`config.mk`:
```
export PLATFORM = sky130hd
export DESIGN_NAME = txs_tx_frontend_synth_cal_regs
export DESIGN_NICKNAME = d
export VERILOG_FILES = /design/src/rtl/txs_pkg.sv /design/src/rtl/txs_pa_sequencer.sv /design/src/rtl/txs_tx_frontend_synth_cal_regs.sv
export SDC_FILE = /design/constraint.sdc
export NUM_CORES = 1
export LEC_CHECK = 0
export BUFFER_PORTS_ARGS = -buffer_cell sky130_fd_sc_hd__clkbuf_2
export CAP_MARGIN = 30
export CORE_UTILIZATION = 40
export DETAILED_ROUTE_END_ITERATION = 6
export GPL_TIMING_DRIVEN = 0
export PLACE_DENSITY = 0.75
export SLEW_MARGIN = 20
export SYNTH_ARGS = -nofsm -noshare
export SYNTH_HDL_FRONTEND = slang
export SYNTH_HIERARCHICAL = 1
export SYNTH_SLANG_ARGS = --single-unit
```
`constraint.sdc`:
```
create_clock -name clk_sys -period 2.3 [get_ports clk_sys]
set_input_delay 0 -clock clk_sys [delete_from_list [all_inputs] [get_ports clk_sys]]
set_output_delay 0 -clock clk_sys [all_outputs]
set_load 0.02 [all_outputs]
```
`src/rtl/txs_pkg.sv`:
```
// constants and types for the tx front end and synth calibration registers
package txs_pkg;

	// ------------------------------------------------------------
	// register offsets
	// ------------------------------------------------------------
	localparam logic [5:0] OFS_TX_FRONT_END_CONFIG   = 6'h22;
	localparam logic [5:0] OFS_SYNTH_CAL_PUMP        = 6'h23;
	localparam logic [5:0] OFS_SYNTH_CAL_VCO_CURRENT = 6'h24;
	localparam logic [5:0] OFS_SYNTH_CAL_CAPACITOR   = 6'h25;
	localparam logic [5:0] OFS_SYNTH_CAL_CONTROL     = 6'h26;
	localparam logic [5:0] OFS_RC_OSC_TRIM_UPPER     = 6'h27;

	// ------------------------------------------------------------
	// field positions
	// ------------------------------------------------------------
	localparam int POS_LO_BUF   = 4;
	localparam int POS_PA_LEVEL = 0;
	localparam int POS_CAL_CFG  = 6;
	localparam int POS_PUMP_EN  = 4;
	localparam int POS_PUMP     = 0;
	localparam int POS_VCO_HIGH = 5;
	localparam int POS_VCO_CUR  = 0;
	localparam int POS_CAP      = 0;
	localparam int POS_CAL_CTRL = 0;
	localparam int POS_RC_TRIM  = 0;

	// ------------------------------------------------------------
	// values after reset
	// ------------------------------------------------------------
	localparam logic [1:0] RST_LO_BUF   = 2'h1;
	localparam logic [2:0] RST_PA_LEVEL = 3'h0;
	localparam logic [1:0] RST_CAL_CFG  = 2'h2;
	localparam logic [1:0] RST_PUMP_EN  = 2'h2;
	localparam logic [3:0] RST_PUMP     = 4'h9;
	localparam logic       RST_VCO_HIGH = 1'b0;
	localparam logic [4:0] RST_VCO_CUR  = 5'h0a;
	localparam logic [5:0] RST_CAP      = 6'h20;
	localparam logic [6:0] RST_CAL_CTRL = 7'h0d;
	localparam logic [6:0] RST_RC_TRIM  = 7'h41;

	// ------------------------------------------------------------
	// types
	// ------------------------------------------------------------
	typedef struct packed {
		logic [1:0] lo_buf;
		logic [2:0] pa_level;
		logic [1:0] cal_cfg;
		logic [1:0] pump_en;
		logic [3:0] pump;
		logic       vco_high;
		logic [4:0] vco_cur;
		logic [5:0] cap;
		logic [6:0] cal_ctrl;
		logic [6:0] rc_trim;
	} txs_regs_type;

	typedef enum logic [1:0] {
		CAL_IDLE,
		CAL_PUMP,
		CAL_VCO,
		CAL_CAP
	} txs_cal_state_type;

	localparam txs_regs_type RST_REGS = '{
		lo_buf:   RST_LO_BUF,
		pa_level: RST_PA_LEVEL,
		cal_cfg:  RST_CAL_CFG,
		pump_en:  RST_PUMP_EN,
		pump:     RST_PUMP,
		vco_high: RST_VCO_HIGH,
		vco_cur:  RST_VCO_CUR,
		cap:      RST_CAP,
		cal_ctrl: RST_CAL_CTRL,
		rc_trim:  RST_RC_TRIM
	};

endpackage

```
`src/rtl/txs_pa_sequencer.sv`:
```
// power table index sequencer for keying and ramping
`timescale 1ns/100ps

module txs_pa_sequencer #(
	parameter int IDX_W = 3
) (
	// clock and reset
	input  wire logic             clk_sys,
	input  wire logic             sys_rst,
	// control
	input  wire logic [IDX_W-1:0] pa_level_index,
	input  wire logic             tx_active,
	input  wire logic             ask_mode,
	input  wire logic             tx_symbol,
	input  wire logic             pa_step,
	// table selection
	output logic      [IDX_W-1:0] power_table_index,
	output logic                  pa_settled
);

	typedef struct packed {
		logic [IDX_W-1:0] idx;
	} txs_seq_state_type;

	txs_seq_state_type s_q;
	txs_seq_state_type s_d;
	logic [IDX_W-1:0]  target;

	// ------------------------------------------------------------
	// target entry and stepping
	// ------------------------------------------------------------
	always_comb
	begin
		s_d = s_q;
		// level picks the entry while sending
		target = pa_level_index;
		if (!tx_active)
			target = '0;
		else if (ask_mode && !tx_symbol)
			target = '0;
		else if (ask_mode && tx_symbol)
			target = pa_level_index;
		// one entry per step toward the target
		if (pa_step && s_q.idx < target)
			s_d.idx = s_q.idx + 1'b1;
		else if (pa_step && s_q.idx > target)
			s_d.idx = s_q.idx - 1'b1;
	end

	// state register
	always_ff @(posedge clk_sys)
	begin
		if (sys_rst)
			s_q <= '0;
		else
			s_q <= s_d;
	end

	assign power_table_index = s_q.idx;
	assign pa_settled        = (s_q.idx == target);

endmodule

```
`src/rtl/txs_tx_frontend_synth_cal_regs.sv`:
```
// tx front end and synthesizer calibration register bank
`timescale 1ns/100ps

module txs_tx_frontend_synth_cal_regs #(
	parameter int ADDR_W = 6,
	parameter int DATA_W = 8
) (
	// clock and reset
	input  wire logic              clk_sys,
	input  wire logic              sys_rst,
	// register access from the host port
	input  wire logic [ADDR_W-1:0] reg_addr,
	input  wire logic              reg_wr,
	input  wire logic              reg_rd,
	input  wire logic [DATA_W-1:0] reg_wdata,
	output logic      [DATA_W-1:0] reg_rdata,
	output logic                   reg_rvalid,
	// calibration engine handshake
	input  wire logic              cal_start,
	input  wire logic              cal_stage_done,
	input  wire logic [DATA_W-1:0] cal_result,
	output logic                   cal_busy,
	output logic                   cal_pump_stage,
	output logic                   cal_vco_stage,
	output logic                   cal_cap_stage,
	// synthesizer settings
	output logic      [3:0]        pump_current_code,
	output logic      [4:0]        vco_current_code,
	output logic                   vco_high_core_select,
	output logic      [5:0]        vco_cap_code,
	output logic      [1:0]        cal_config,
	output logic      [6:0]        cal_control,
	// transmit front end
	input  wire logic              tx_active,
	input  wire logic              ask_mode,
	input  wire logic              tx_symbol,
	input  wire logic              pa_step,
	output logic      [2:0]        power_level_table_index,
	output logic                   pa_settled,
	output logic      [1:0]        tx_lo_buffer_current,
	// rc oscillator
	input  wire logic              rc_calibration_enable,
	input  wire logic              rc_calibration_enable_request,
	output logic                   rc_calibration_enable_run,
	output logic      [6:0]        rc_trim_upper
);

	typedef struct packed {
		txs_pkg::txs_regs_type      regs;
		txs_pkg::txs_cal_state_type cal;
		logic [DATA_W-1:0]          rdata;
		logic                       rvalid;
	} txs_bank_state_type;

	txs_bank_state_type s_q;
	txs_bank_state_type s_d;

	// ------------------------------------------------------------
	// read decode
	// ------------------------------------------------------------
	function automatic logic [DATA_W-1:0] read_reg(
		input txs_pkg::txs_regs_type r,
		input logic [ADDR_W-1:0]     a
	);
		logic [DATA_W-1:0] v;
		v = '0;
		// unused positions stay zero
		case (a)
			txs_pkg::OFS_TX_FRONT_END_CONFIG:
			begin
				v[txs_pkg::POS_LO_BUF +: 2]   = r.lo_buf;
				v[txs_pkg::POS_PA_LEVEL +: 3] = r.pa_level;
			end
			txs_pkg::OFS_SYNTH_CAL_PUMP:
			begin
				v[txs_pkg::POS_CAL_CFG +: 2] = r.cal_cfg;
				v[txs_pkg::POS_PUMP_EN +: 2] = r.pump_en;
				v[txs_pkg::POS_PUMP +: 4]    = r.pump;
			end
			txs_pkg::OFS_SYNTH_CAL_VCO_CURRENT:
			begin
				v[txs_pkg::POS_VCO_HIGH]     = r.vco_high;
				v[txs_pkg::POS_VCO_CUR +: 5] = r.vco_cur;
			end
			txs_pkg::OFS_SYNTH_CAL_CAPACITOR:
				v[txs_pkg::POS_CAP +: 6] = r.cap;
			txs_pkg::OFS_SYNTH_CAL_CONTROL:
				v[txs_pkg::POS_CAL_CTRL +: 7] = r.cal_ctrl;
			txs_pkg::OFS_RC_OSC_TRIM_UPPER:
				v[txs_pkg::POS_RC_TRIM +: 7] = r.rc_trim;
			default:
				v = '0; // unmapped reads zero
		endcase
		return v;
	endfunction

	// ------------------------------------------------------------
	// next state
	// ------------------------------------------------------------
	always_comb
	begin
		s_d        = s_q;
		s_d.rvalid = 1'b0;
		// read data registered one cycle after the strobe
		if (reg_rd)
		begin
			s_d.rdata  = read_reg(s_q.regs, reg_addr);
			s_d.rvalid = 1'b1;
		end
		// software writes, only defined bits kept
		if (reg_wr)
		begin
			case (reg_addr)
				txs_pkg::OFS_TX_FRONT_END_CONFIG:
				begin
					s_d.regs.lo_buf   = reg_wdata[txs_pkg::POS_LO_BUF +: 2];
					s_d.regs.pa_level = reg_wdata[txs_pkg::POS_PA_LEVEL +: 3];
				end
				txs_pkg::OFS_SYNTH_CAL_PUMP:
				begin
					// config bits loaded by software before a run
					s_d.regs.cal_cfg = reg_wdata[txs_pkg::POS_CAL_CFG +: 2];
					s_d.regs.pump_en = reg_wdata[txs_pkg::POS_PUMP_EN +: 2];
					s_d.regs.pump    = reg_wdata[txs_pkg::POS_PUMP +: 4];
				end
				txs_pkg::OFS_SYNTH_CAL_VCO_CURRENT:
				begin
					s_d.regs.vco_high = reg_wdata[txs_pkg::POS_VCO_HIGH];
					s_d.regs.vco_cur  = reg_wdata[txs_pkg::POS_VCO_CUR +: 5];
				end
				txs_pkg::OFS_SYNTH_CAL_CAPACITOR:
					s_d.regs.cap = reg_wdata[txs_pkg::POS_CAP +: 6];
				txs_pkg::OFS_SYNTH_CAL_CONTROL:
					s_d.regs.cal_ctrl = reg_wdata[txs_pkg::POS_CAL_CTRL +: 7];
				txs_pkg::OFS_RC_OSC_TRIM_UPPER:
					s_d.regs.rc_trim = reg_wdata[txs_pkg::POS_RC_TRIM +: 7];
				default:
					s_d.regs = s_q.regs;
			endcase
		end
		// calibration sequence; a stage result beats a same-cycle write
		case (s_q.cal)
			txs_pkg::CAL_IDLE:
			begin
				if (cal_start && s_q.regs.pump_en == 2'h0)
					s_d.cal = txs_pkg::CAL_VCO;
				else if (cal_start)
					s_d.cal = txs_pkg::CAL_PUMP;
			end
			txs_pkg::CAL_PUMP:
			begin
				if (cal_stage_done)
				begin
					s_d.regs.pump = cal_result[3:0];
					s_d.cal       = txs_pkg::CAL_VCO;
				end
			end
			txs_pkg::CAL_VCO:
			begin
				if (cal_stage_done)
				begin
					s_d.regs.vco_cur = cal_result[4:0];
					s_d.cal          = txs_pkg::CAL_CAP;
				end
			end
			txs_pkg::CAL_CAP:
			begin
				if (cal_stage_done)
				begin
					s_d.regs.cap = cal_result[5:0];
					s_d.cal      = txs_pkg::CAL_IDLE;
				end
			end
			default:
				s_d.cal = txs_pkg::CAL_IDLE;
		endcase
	end

	// state register
	always_ff @(posedge clk_sys)
	begin
		if (sys_rst)
		begin
			s_q.regs   <= txs_pkg::RST_REGS;
			s_q.cal    <= txs_pkg::CAL_IDLE;
			s_q.rdata  <= '0;
			s_q.rvalid <= 1'b0;
		end
		else
			s_q <= s_d;
	end

	// ------------------------------------------------------------
	// outputs
	// ------------------------------------------------------------
	assign reg_rdata      = s_q.rdata;
	assign reg_rvalid     = s_q.rvalid;
	assign cal_busy       = (s_q.cal != txs_pkg::CAL_IDLE);
	assign cal_pump_stage = (s_q.cal == txs_pkg::CAL_PUMP);
	assign cal_vco_stage  = (s_q.cal == txs_pkg::CAL_VCO);
	assign cal_cap_stage  = (s_q.cal == txs_pkg::CAL_CAP);

	// stored results drive the synthesizer directly
	assign pump_current_code    = s_q.regs.pump;
	assign vco_current_code     = s_q.regs.vco_cur;
	assign vco_cap_code         = s_q.regs.cap;
	assign vco_high_core_select = s_q.regs.vco_high;
	assign cal_config           = s_q.regs.cal_cfg;
	assign cal_control          = s_q.regs.cal_ctrl;
	assign tx_lo_buffer_current = s_q.regs.lo_buf;
	assign rc_trim_upper        = s_q.regs.rc_trim;
	assign rc_calibration_enable_run = rc_calibration_enable & rc_calibration_enable_request;

	// power table index sequencing
	txs_pa_sequencer #(
		.IDX_W (3)
	) u_pa_seq (
		.clk_sys           (clk_sys),
		.sys_rst           (sys_rst),
		.pa_level_index    (s_q.regs.pa_level),
		.tx_active         (tx_active),
		.ask_mode          (ask_mode),
		.tx_symbol         (tx_symbol),
		.pa_step           (pa_step),
		.power_table_index (power_level_table_index),
		.pa_settled        (pa_settled)
	);

endmodule

```
==> results of run 1 <==
[stage by stage]
step,setup slack [ns],hold WS [ns],setup TNS (ns)
after floorplan,0.161,0.0724,0
after global placement,-0.00234,0.234,-0.00234
after detailed placement,-0.0639,0.242,-0.0639
after CTS,0.0260,0.00757,0
after global routing,0.0223,0.0167,0
final,0.106,0.00771,0
[power groups by stage]
stage	combinational [W]	sequential, W	clock [W]
2_1_floorplan	0.000394	0.00104	0
3_3_place_gp	0.000569	0.00102	0
3_5_place_dp	0.000586	0.00103	0
4_1_cts	0.000604	0.00100	0.000557
5_1_grt	0.000665	0.00101	0.000594
6_report	0.000609	0.00100	0.000553
[layout by cell type, fill, tap and decap left out, types with 4 or more instances in the layout]
cell	instances
nor3_1	16
nand2_1	22
buf_4	41
nor4_1	4
clkbuf_1	9
o21ai_0	11
clkbuf_2	80
nand3_1	4
nor2_1	26
dfxtp_1	52
mux2i_1	45
mux4_2	4
clkbuf_8	6
ha_1	8
inv_1	10
and2_1	5
dlygate4sd3_1	9
a211oi_1	4
a21oi_1	15
[worst register-to-register path, cell delays in order, from the launching register on]
cell	delay, ns
dfxtp_2	0.36
nand2_1	0.06
ha_1	0.32
a21oi_2	0.16
o211ai_1	0.12
fa_1	0.41
nand3b_1	0.17
mux2i_1	0.16
mux2_1	0.33
[layer usage]
layer / vias up / GRT usage [%]
met3: 12 / 3.54
li1: 1313 / -
met2: 112 / 33.9
met4: 0 / 6.30
met1: 1213 / 27.5
met5: - / 0
[cells by family (layout without fill, tap and decap cells)]
group,after synthesis,in the layout,synth area share [%]
muxes,53,53,19.4
buffers and inverters,68,164,14.5
DFF,53,53,35.2
xor gates and xnor gates,1,1,0.291
adders and majority gates,9,9,3.98
and+or+nand+nor,94,94,16.3
AOI/OAI and AO/OA,50,50,10.4
[state kept, by name, summed over array words and instances, names as in the netlist]
signal and cells:
cal_control 7, u_pa_seq/power_table_index 3, vco_high_core_select 1, pump_current_code 4
vco_current_code 5, rc_trim_upper 7, vco_cap_code 6, cal_config 2
reg_rvalid 1, tx_lo_buffer_current 2, s_q 7, reg_rdata 8
[cell usage after synthesis (all sizes together), types with 3 or more instances]
| master | number | area share (%) |
|---|---|---|
| inv | 10 | 1.2 |
| clkbuf | 9 | 1.1 |
| mux2 | 4 | 1.5 |
| nor3 | 16 | 2.7 |
| mux2i | 45 | 15 |
| dfxtp | 53 | 35 |
| buf | 48 | 12 |
| and2 | 5 | 1.0 |
| nor4 | 6 | 2.2 |
| nand2 | 22 | 2.7 |
| a21oi | 16 | 2.7 |
| mux4 | 4 | 3.0 |
| ha | 8 | 3.3 |
| nor2b | 3 | 0.62 |
| nor2 | 26 | 3.2 |
| a221oi | 3 | 0.87 |
| a211oi | 4 | 1.0 |
| o21ai | 13 | 2.2 |
| nand3 | 4 | 0.66 |
| a311oi | 3 | 0.87 |
[path summary, 6_finish.rpt]
kind                              endpoint  slack [ns]
max          u_pa_seq/power_table_index[2]        0.11
min                    vco_current_code[0]       0.008
max reg2reg  u_pa_seq/power_table_index[2]        0.11
min reg2reg                   reg_rdata[6]        0.48
[area by class of cell]
class | instances | area share, %
multi-input combinational | 207 | 40.8
clock inverter | 1 | 0.202
clock buffer | 6 | 2.22
sequential | 53 | 28.5
timing repair buffer | 89 | 13.2
buffer | 57 | 10.6
tap | 99 | 3.33
inverter | 11 | 1.11
[timing repair]
item,4_1_cts,5_1_grt
endpoints found under the setup margin,0,1
hold endpoints to repair,12,0
hold buffers,9,0
resized for setup,0,2
buffers inserted,0,0
==> results.toml, run 1 <==
[synth]
syn_inst = 328
synth_edf_count = 0
ys_types = 49
synthArstFlopShare_pct = 0
syn_avg_cell_area_um2 = 9.19
synth-seq-cells = 53
postSynthNetCount = 371
synth_area_mm2 = 0.00302
seq_area_frac_synth_pct = 35.2
synth_warnings = 6
synth_top_flop_cell = "dfxtp_1"

[sta]
clock.fmax_mhz = 456
clock_skew_ns = 0.0120
worstMarginPinSlew_ns = 0.684
period_share_pct = 95.4
min_period_ns = 2.19
rsz0062_at_grt = "no"
drv_slew = 0
hold_viol = 0
slew_headroom_pct = 54.3
setup_viol = 0

[final_layout]
syn2layout_area_growth_pct = 23.5
nNetsFinal = 467
regArea_mm2 = 0.00106
post_layout_nonfiller_instances = 523
final_cell_area_mm2 = 0.00372
fill_cells = 692
multi_input_area_mm2 = 0.00152
final_util_pct = 51.4
num_antenna_cells = 0
drive_gt1_share_pct = 34.2

[clock_network]
cts_tree = "built"
clock_latency_ns = 0.32
cts.clk_slew.worst_paths_ns = 0.09
clockBufferDepth = 2
cts_buffers = 5
cts_root_buffer = "clkbuf_8"
cts_sinks = 53
cts_max_level = 2

[drt]
route.final.wire_length_mm = 7.75
drc_errors = 0
top_layer = "met4"
drt_pass1_iterations = 4
ant_nets = 0
wl_per_cell_um = 14.8
routed-wl-met2_mm = 3.65
num_vias = 2650
vias_per_cell = 5.07
met3_length_um = 567
drtIter0Drc = 141
wl_met1_mm = 3.43

[setup_path]
critPathMaxStageDelay_ns = 0.41
endpoint_kind = "flop"
slowest_stage = "fa_1"
criticalPathCategory = "reg2reg"
startpoint = "s_q[47]"
critPathTopFamily = "adder cells"
critPathBufInv = 0
worstPathCellList = "nand2_1 -> ha_1 -> a21oi_2 -> o211ai_1 -> fa_1 -> nand3b_1 -> mux2i_1 -> mux2_1"
crit_cells = 8
required_ns = 2.51
worst_r2r_startpoint = "s_q[47]"
cp_data_arrival_time_ns = 2.40
critical_path.max_fanout = 3
cp-start-kind = "flop"
reg2reg_depth = 8

[power]
seqPwrFrac_pct = 46.3
clkPwrFrac_pct = 25.5
power_w = 0.00217
swShare_pct = 32.6
netSwitchingPower_w = 0.000706
power.internal_w = 0.00146
peakVddDrop_v = 0.000297
leakage_nw = 1.78
p_per_area_mw_per_mm2 = 582
comb_power_share_pct = 28.1

[worst_hold_path]
hp-class = "in2reg"
hold_path.startpoint = "cal_result[0]"
holdPathStages = 3

[grt]
gr-usage-all-layers_pct = 20.6
grt_pass1_vias = 2469
grt_pass1_wl_mm = 12.2
antenna_found_initial = 0
grt_max_degree = 16
globalRoute.totalOverflow = 0

[placement]
io_buffers = 80
dp_cells = 507
hpwl_mm = 5.95
place_area_mm2 = 0.00354
gp_congestion = 0.858

[floorplan]
num_rows = 31
start_util_pct = 41.6
io_pins = 86
core-area_mm2 = 0.00725
chipWidth_um = 88.8
fp.dieH_um = 88.8
die_area_mm2 = 0.00789

[flow_run]
max_cap_violations = 0

[run_status]
status = "completed"
(Power assumes the default switching activity.)
==> run 2, diff against run 1 <==
--- a/config.mk
+++ b/config.mk
@@ -5,12 +5,13 @@
 export SDC_FILE = /design/constraint.sdc
 export NUM_CORES = 1
 export LEC_CHECK = 0
-export BUFFER_PORTS_ARGS = -buffer_cell sky130_fd_sc_hd__clkbuf_2
 export CAP_MARGIN = 30
-export CORE_UTILIZATION = 40
+export CORE_MARGIN = 5
+export CORE_UTILIZATION = 39
 export DETAILED_ROUTE_END_ITERATION = 6
+export DONT_BUFFER_PORTS = 1
 export GPL_TIMING_DRIVEN = 0
-export PLACE_DENSITY = 0.75
+export PLACE_DENSITY = 0.64
 export SLEW_MARGIN = 20
 export SYNTH_ARGS = -nofsm -noshare
 export SYNTH_HDL_FRONTEND = slang
==> results.toml, run 2 (synthesis gave the netlist of run 1 again) <==
[floorplan]
num_rows = 32
io_pins = 86
start_util_pct = 39.4
chipWidth_um = 97.9
fp.dieH_um = 97.9
core-area_mm2 = 0.00765
die_area_mm2 = 0.00959

[power]
leakage_nw = 1.48
peakVddDrop_v = 0.000335
p_per_area_mw_per_mm2 = 609

[setup_path]
required_ns = 2.50
critPathBufInv = 0
criticalPathCategory = "reg2reg"
critPathTopFamily = "adder cells"
cp_data_arrival_time_ns = 2.36
critical_path.max_fanout = 3
worstPathCellList = "nand2_1 -> ha_4 -> a21oi_2 -> o211ai_1 -> fa_1 -> nand3b_1 -> mux2i_1 -> mux2_1"
cp-start-kind = "flop"
critPathMaxStageDelay_ns = 0.39
slowest_stage = "fa_1"
endpoint_kind = "flop"

[clock_network]
cts_sinks = 53
cts_root_buffer = "clkbuf_8"
cts_setup_buffers = 0
cts_buffers = 5
cts_tree = "built"
cts.clk_slew.worst_paths_ns = 0.10
clock_latency_ns = 0.30
clockBufferDepth = 2
cts_max_level = 2

[grt]
antenna_found_initial = 0
grt_pass1_wl_mm = 12.8
gr-usage-all-layers_pct = 16.8
grt_pass1_vias = 2447
globalRoute.totalOverflow = 0
grt_max_degree = 17

[placement]
pre_cts_ws_ns = -0.0502
io_buffers = 0
gp_congestion = 0.799
hpwl_mm = 6.14
place_area_mm2 = 0.00314

[sta]
hold_viol = 0
period_share_pct = 93.9
worstMarginPinSlew_ns = 0.699
timing.setup.tns_ns = 0
clock.fmax_mhz = 463
slew_headroom_pct = 53.3
clock_skew_ns = 0.00332
setup_viol = 0
rsz0062_at_grt = "no"
worst_slack_ns = 0.141
min_period_ns = 2.16
drv_slew = 0
finalHoldWorstSlack_ns = 0.000501

[worst_hold_path]
hp-class = "in2reg"

[final_layout]
final_cell_mix = "dfxtp_1, mux2i_1, buf_4, nor2_1, nand2_1"
num_antenna_cells = 0
regArea_mm2 = 0.00106
fill_cells = 769
syn2layout_area_growth_pct = 13.4
nNetsFinal = 395
layout_commonest_cell = "dfxtp_1"
multi_input_area_mm2 = 0.00153
drive_gt1_share_pct = 19.3
final_cell_area_mm2 = 0.00342
largest_reg_flops = 8

[drt]
drc_errors = 0
drt_pass1_iterations = 4
route.final.wire_length_mm = 8.13
drtIter0Drc = 84
ant_nets = 0
wl_per_cell_um = 17.9
vias_per_cell = 5.19
num_vias = 2362

[flow_run]
max_cap_violations = 0

[run_status]
status = "completed"
[run 2: final cells by class]
type | count | share of cell area [%]
multi-input cells | 207 | 44.9
flip-flops and latches | 53 | 31.1
clock buffers | 5 | 2.01
repair buffers | 17 | 4.98
well taps | 102 | 3.73
inverters | 11 | 1.21
clock inverters | 3 | 0.512
plain buffers | 57 | 11.6
[run 2: report_power, final]
group	switching [W]	internal, W	leakage, nW
logic	0.000300	0.000221	1.00
registers	0.0000718	0.000963	0.430
clock network	0.000315	0.000211	0.0439
[run 2: metrics by stage]
| stage | power [W] | util (%) | std cells |
|---|---|---|---|
| 2_1_floorplan | 0.00143 | - | 328 |
| 3_3_place_gp | 0.00150 | 41.1 | 430 |
| 3_5_place_dp | 0.00152 | 41.1 | 430 |
| 4_1_cts | 0.00208 | 44.5 | 455 |
| 5_1_grt | 0.00219 | 44.7 | 455 |
| 6_report | 0.00208 | 44.7 | 455 |
[run 2: repair_timing]
action | CTS | global route
resized for setup | 1 | 3
setup endpoints to repair | 1 | 1
hold buffers | 17 | 0
endpoints found under the hold margin | 47 | 0
[run 2: path summary, 6_finish.rpt]
path	slack, ns	cells past startpoint	end	from
hold / removal	0.0005	2	vco_current_code[1]	reg_wdata[1]
setup reg to reg	0.14	8	u_pa_seq/power_table_index[2]	s_q[47]
hold reg to reg	0.48	2	reg_rdata[6]	reg_rdata[6]
setup / recovery	0.14	8	u_pa_seq/power_table_index[2]	s_q[47]
[run 2: layer usage]
layer | vias up | global-route usage (%) | wire length [um]
li1 | 1174 | - | -
met1 | 1098 | 20.5 | 3490
met2 | 80 | 28.5 | 4000
met3 | 10 | 4.86 | 531
met4 | 0 | 4.90 | 111
met5 | - | 0 | 0
==> run 3, diff against run 2 <==
--- a/config.mk
+++ b/config.mk
@@ -12,6 +12,7 @@
 export DONT_BUFFER_PORTS = 1
 export GPL_TIMING_DRIVEN = 0
 export PLACE_DENSITY = 0.64
+export REMOVE_ABC_BUFFERS = 1
 export SLEW_MARGIN = 20
 export SYNTH_ARGS = -nofsm -noshare
 export SYNTH_HDL_FRONTEND = slang
==> results.toml, run 3 (synthesis gave the netlist of run 1 again) <==
[run_status]
status = "completed"

[setup_path]
required_ns = 2.50
cp_data_arrival_time_ns = 2.42
critical_path.max_fanout = 3
endpoint_kind = "flop"
worst_r2r_startpoint = "s_q[47]"
criticalPathCategory = "reg2reg"
regToRegSetupSlack_ns = 0.08
cp-start-kind = "flop"
startpoint = "s_q[47]"

[sta]
worstMarginPinSlew_ns = 0.745
min_period_ns = 2.22
clock_skew_ns = 0.00571
finalHoldWorstSlack_ns = 0.0134
setup_viol = 0
rsz0062_at_grt = "no"
drv_slew = 0
period_share_pct = 96.4
worst_slack_ns = 0.0823
slew_headroom_pct = 50.0
clock.fmax_mhz = 451
timing.setup.tns_ns = 0
hold_viol = 0

[drt]
route.final.wire_length_mm = 7.85
vias_per_cell = 5.47
drc_errors = 0
drtIter0Drc = 104
drt_pass1_iterations = 4
ant_nets = 0
wl_per_cell_um = 19.4
num_vias = 2208

[grt]
globalRoute.totalOverflow = 0
gr-usage-all-layers_pct = 16.5
grt_max_degree = 46
grt_pass1_wl_mm = 12.5
antenna_found_initial = 0
grt_pass1_vias = 2166

[placement]
pre_cts_ws_ns = -0.00623
place_area_mm2 = 0.00275
hpwl_mm = 5.49
io_buffers = 0
gp_congestion = 0.863

[clock_network]
cts_sinks = 53
cts_max_level = 2
cts_setup_buffers = 0
clockBufferDepth = 2
cts_tree = "built"
cts_buffers = 5
cts.clk_slew.worst_paths_ns = 0.10
clock_latency_ns = 0.31
cts_root_buffer = "clkbuf_8"

[floorplan]
start_util_pct = 39.4
num_rows = 32
die_area_mm2 = 0.00959
io_pins = 86
chipWidth_um = 97.9
fp.dieH_um = 97.9
core-area_mm2 = 0.00765

[final_layout]
final_cell_area_mm2 = 0.00311
fill_cells = 764
syn2layout_area_growth_pct = 3.24
nNetsFinal = 344
drive_gt1_share_pct = 6.95
num_antenna_cells = 0
largest_reg_flops = 8
layout_commonest_cell = "dfxtp_1"
final_cell_mix = "dfxtp_1, mux2i_1, nor2_1, nand2_1, dlygate4sd3_1"

[worst_hold_path]
hp-class = "in2reg"
hold_path.startpoint = "pa_step"

[power]
comb_power_share_pct = 20.5
clkPwrFrac_pct = 31.1
leakage_nw = 1.27
power.internal_w = 0.00151
netSwitchingPower_w = 0.000667
p_per_area_mw_per_mm2 = 699
swShare_pct = 30.7
peakVddDrop_v = 0.000257
seqPwrFrac_pct = 48.4

[flow_run]
max_cap_violations = 0
[run 3: cell count changes in the layout (fill, tap and decap cells not counted), sizes merged]
cell / delta
clkinv: -2
bufinv: +1
buf: -47
dlygate4sd3: +5
clkbuf: -8
[run 3: worst paths after layout]
check | to | depth (start not counted)
max | u_pa_seq/power_table_index[2] | 8
min | u_pa_seq/power_table_index[2] | 3
max reg2reg | u_pa_seq/power_table_index[2] | 8
min reg2reg | s_q[45] | 2
[run 3: routing by layer]
metal	vias up	GRT usage, %	wire, um
met4	0	4.58	82
li1	1071	-	-
met3	5	6.43	845
met2	84	26.1	3650
met5	-	0	0
met1	1048	20.9	3270
[run 3: cell type report]
type,count,area [um^2],share of cell area [%]
well taps,102,128,4.10
clock buffers,6,82.6,2.65
repair buffers,23,240,7.72
clock inverters,2,37.5,1.21
multi-input cells,207,1520,48.9
inverters,11,41.3,1.33
flip-flops and latches,53,1060,34.1
[run 3: power by group through the flow]
stage	clock network [W]	logic, W	registers, W
6_report	0.000677	0.000445	0.00105
2_1_floorplan	0	0.000325	0.00106
5_1_grt	0.000737	0.000495	0.00106
3_3_place_gp	0	0.000365	0.00108
3_5_place_dp	0	0.000380	0.00108
4_1_cts	0.000695	0.000442	0.00106
[run 3: timing repair]
action,CTS,global route
endpoints found under the setup margin,1,1
hold buffers,23,0
hold endpoints to repair,52,0
gates resized for setup,1,1
[run 3: per-stage QoR]
stage          cells  util (%)  power, W
6_report         404      40.7   0.00218
2_1_floorplan    271         -   0.00138
4_1_cts          404      40.7   0.00219
5_1_grt          404      40.7   0.00230
3_3_place_gp     373      35.9   0.00144
3_5_place_dp     373      35.9   0.00146
[run 3: worst max-delay path, stage by stage, from the launching register on]
cell,delay [ns]
dfxtp_1,0.37
nand2_1,0.06
ha_1,0.33
a21oi_2,0.17
o211ai_1,0.12
fa_1,0.39
nand3b_1,0.16
mux2i_1,0.17
mux2_1,0.33
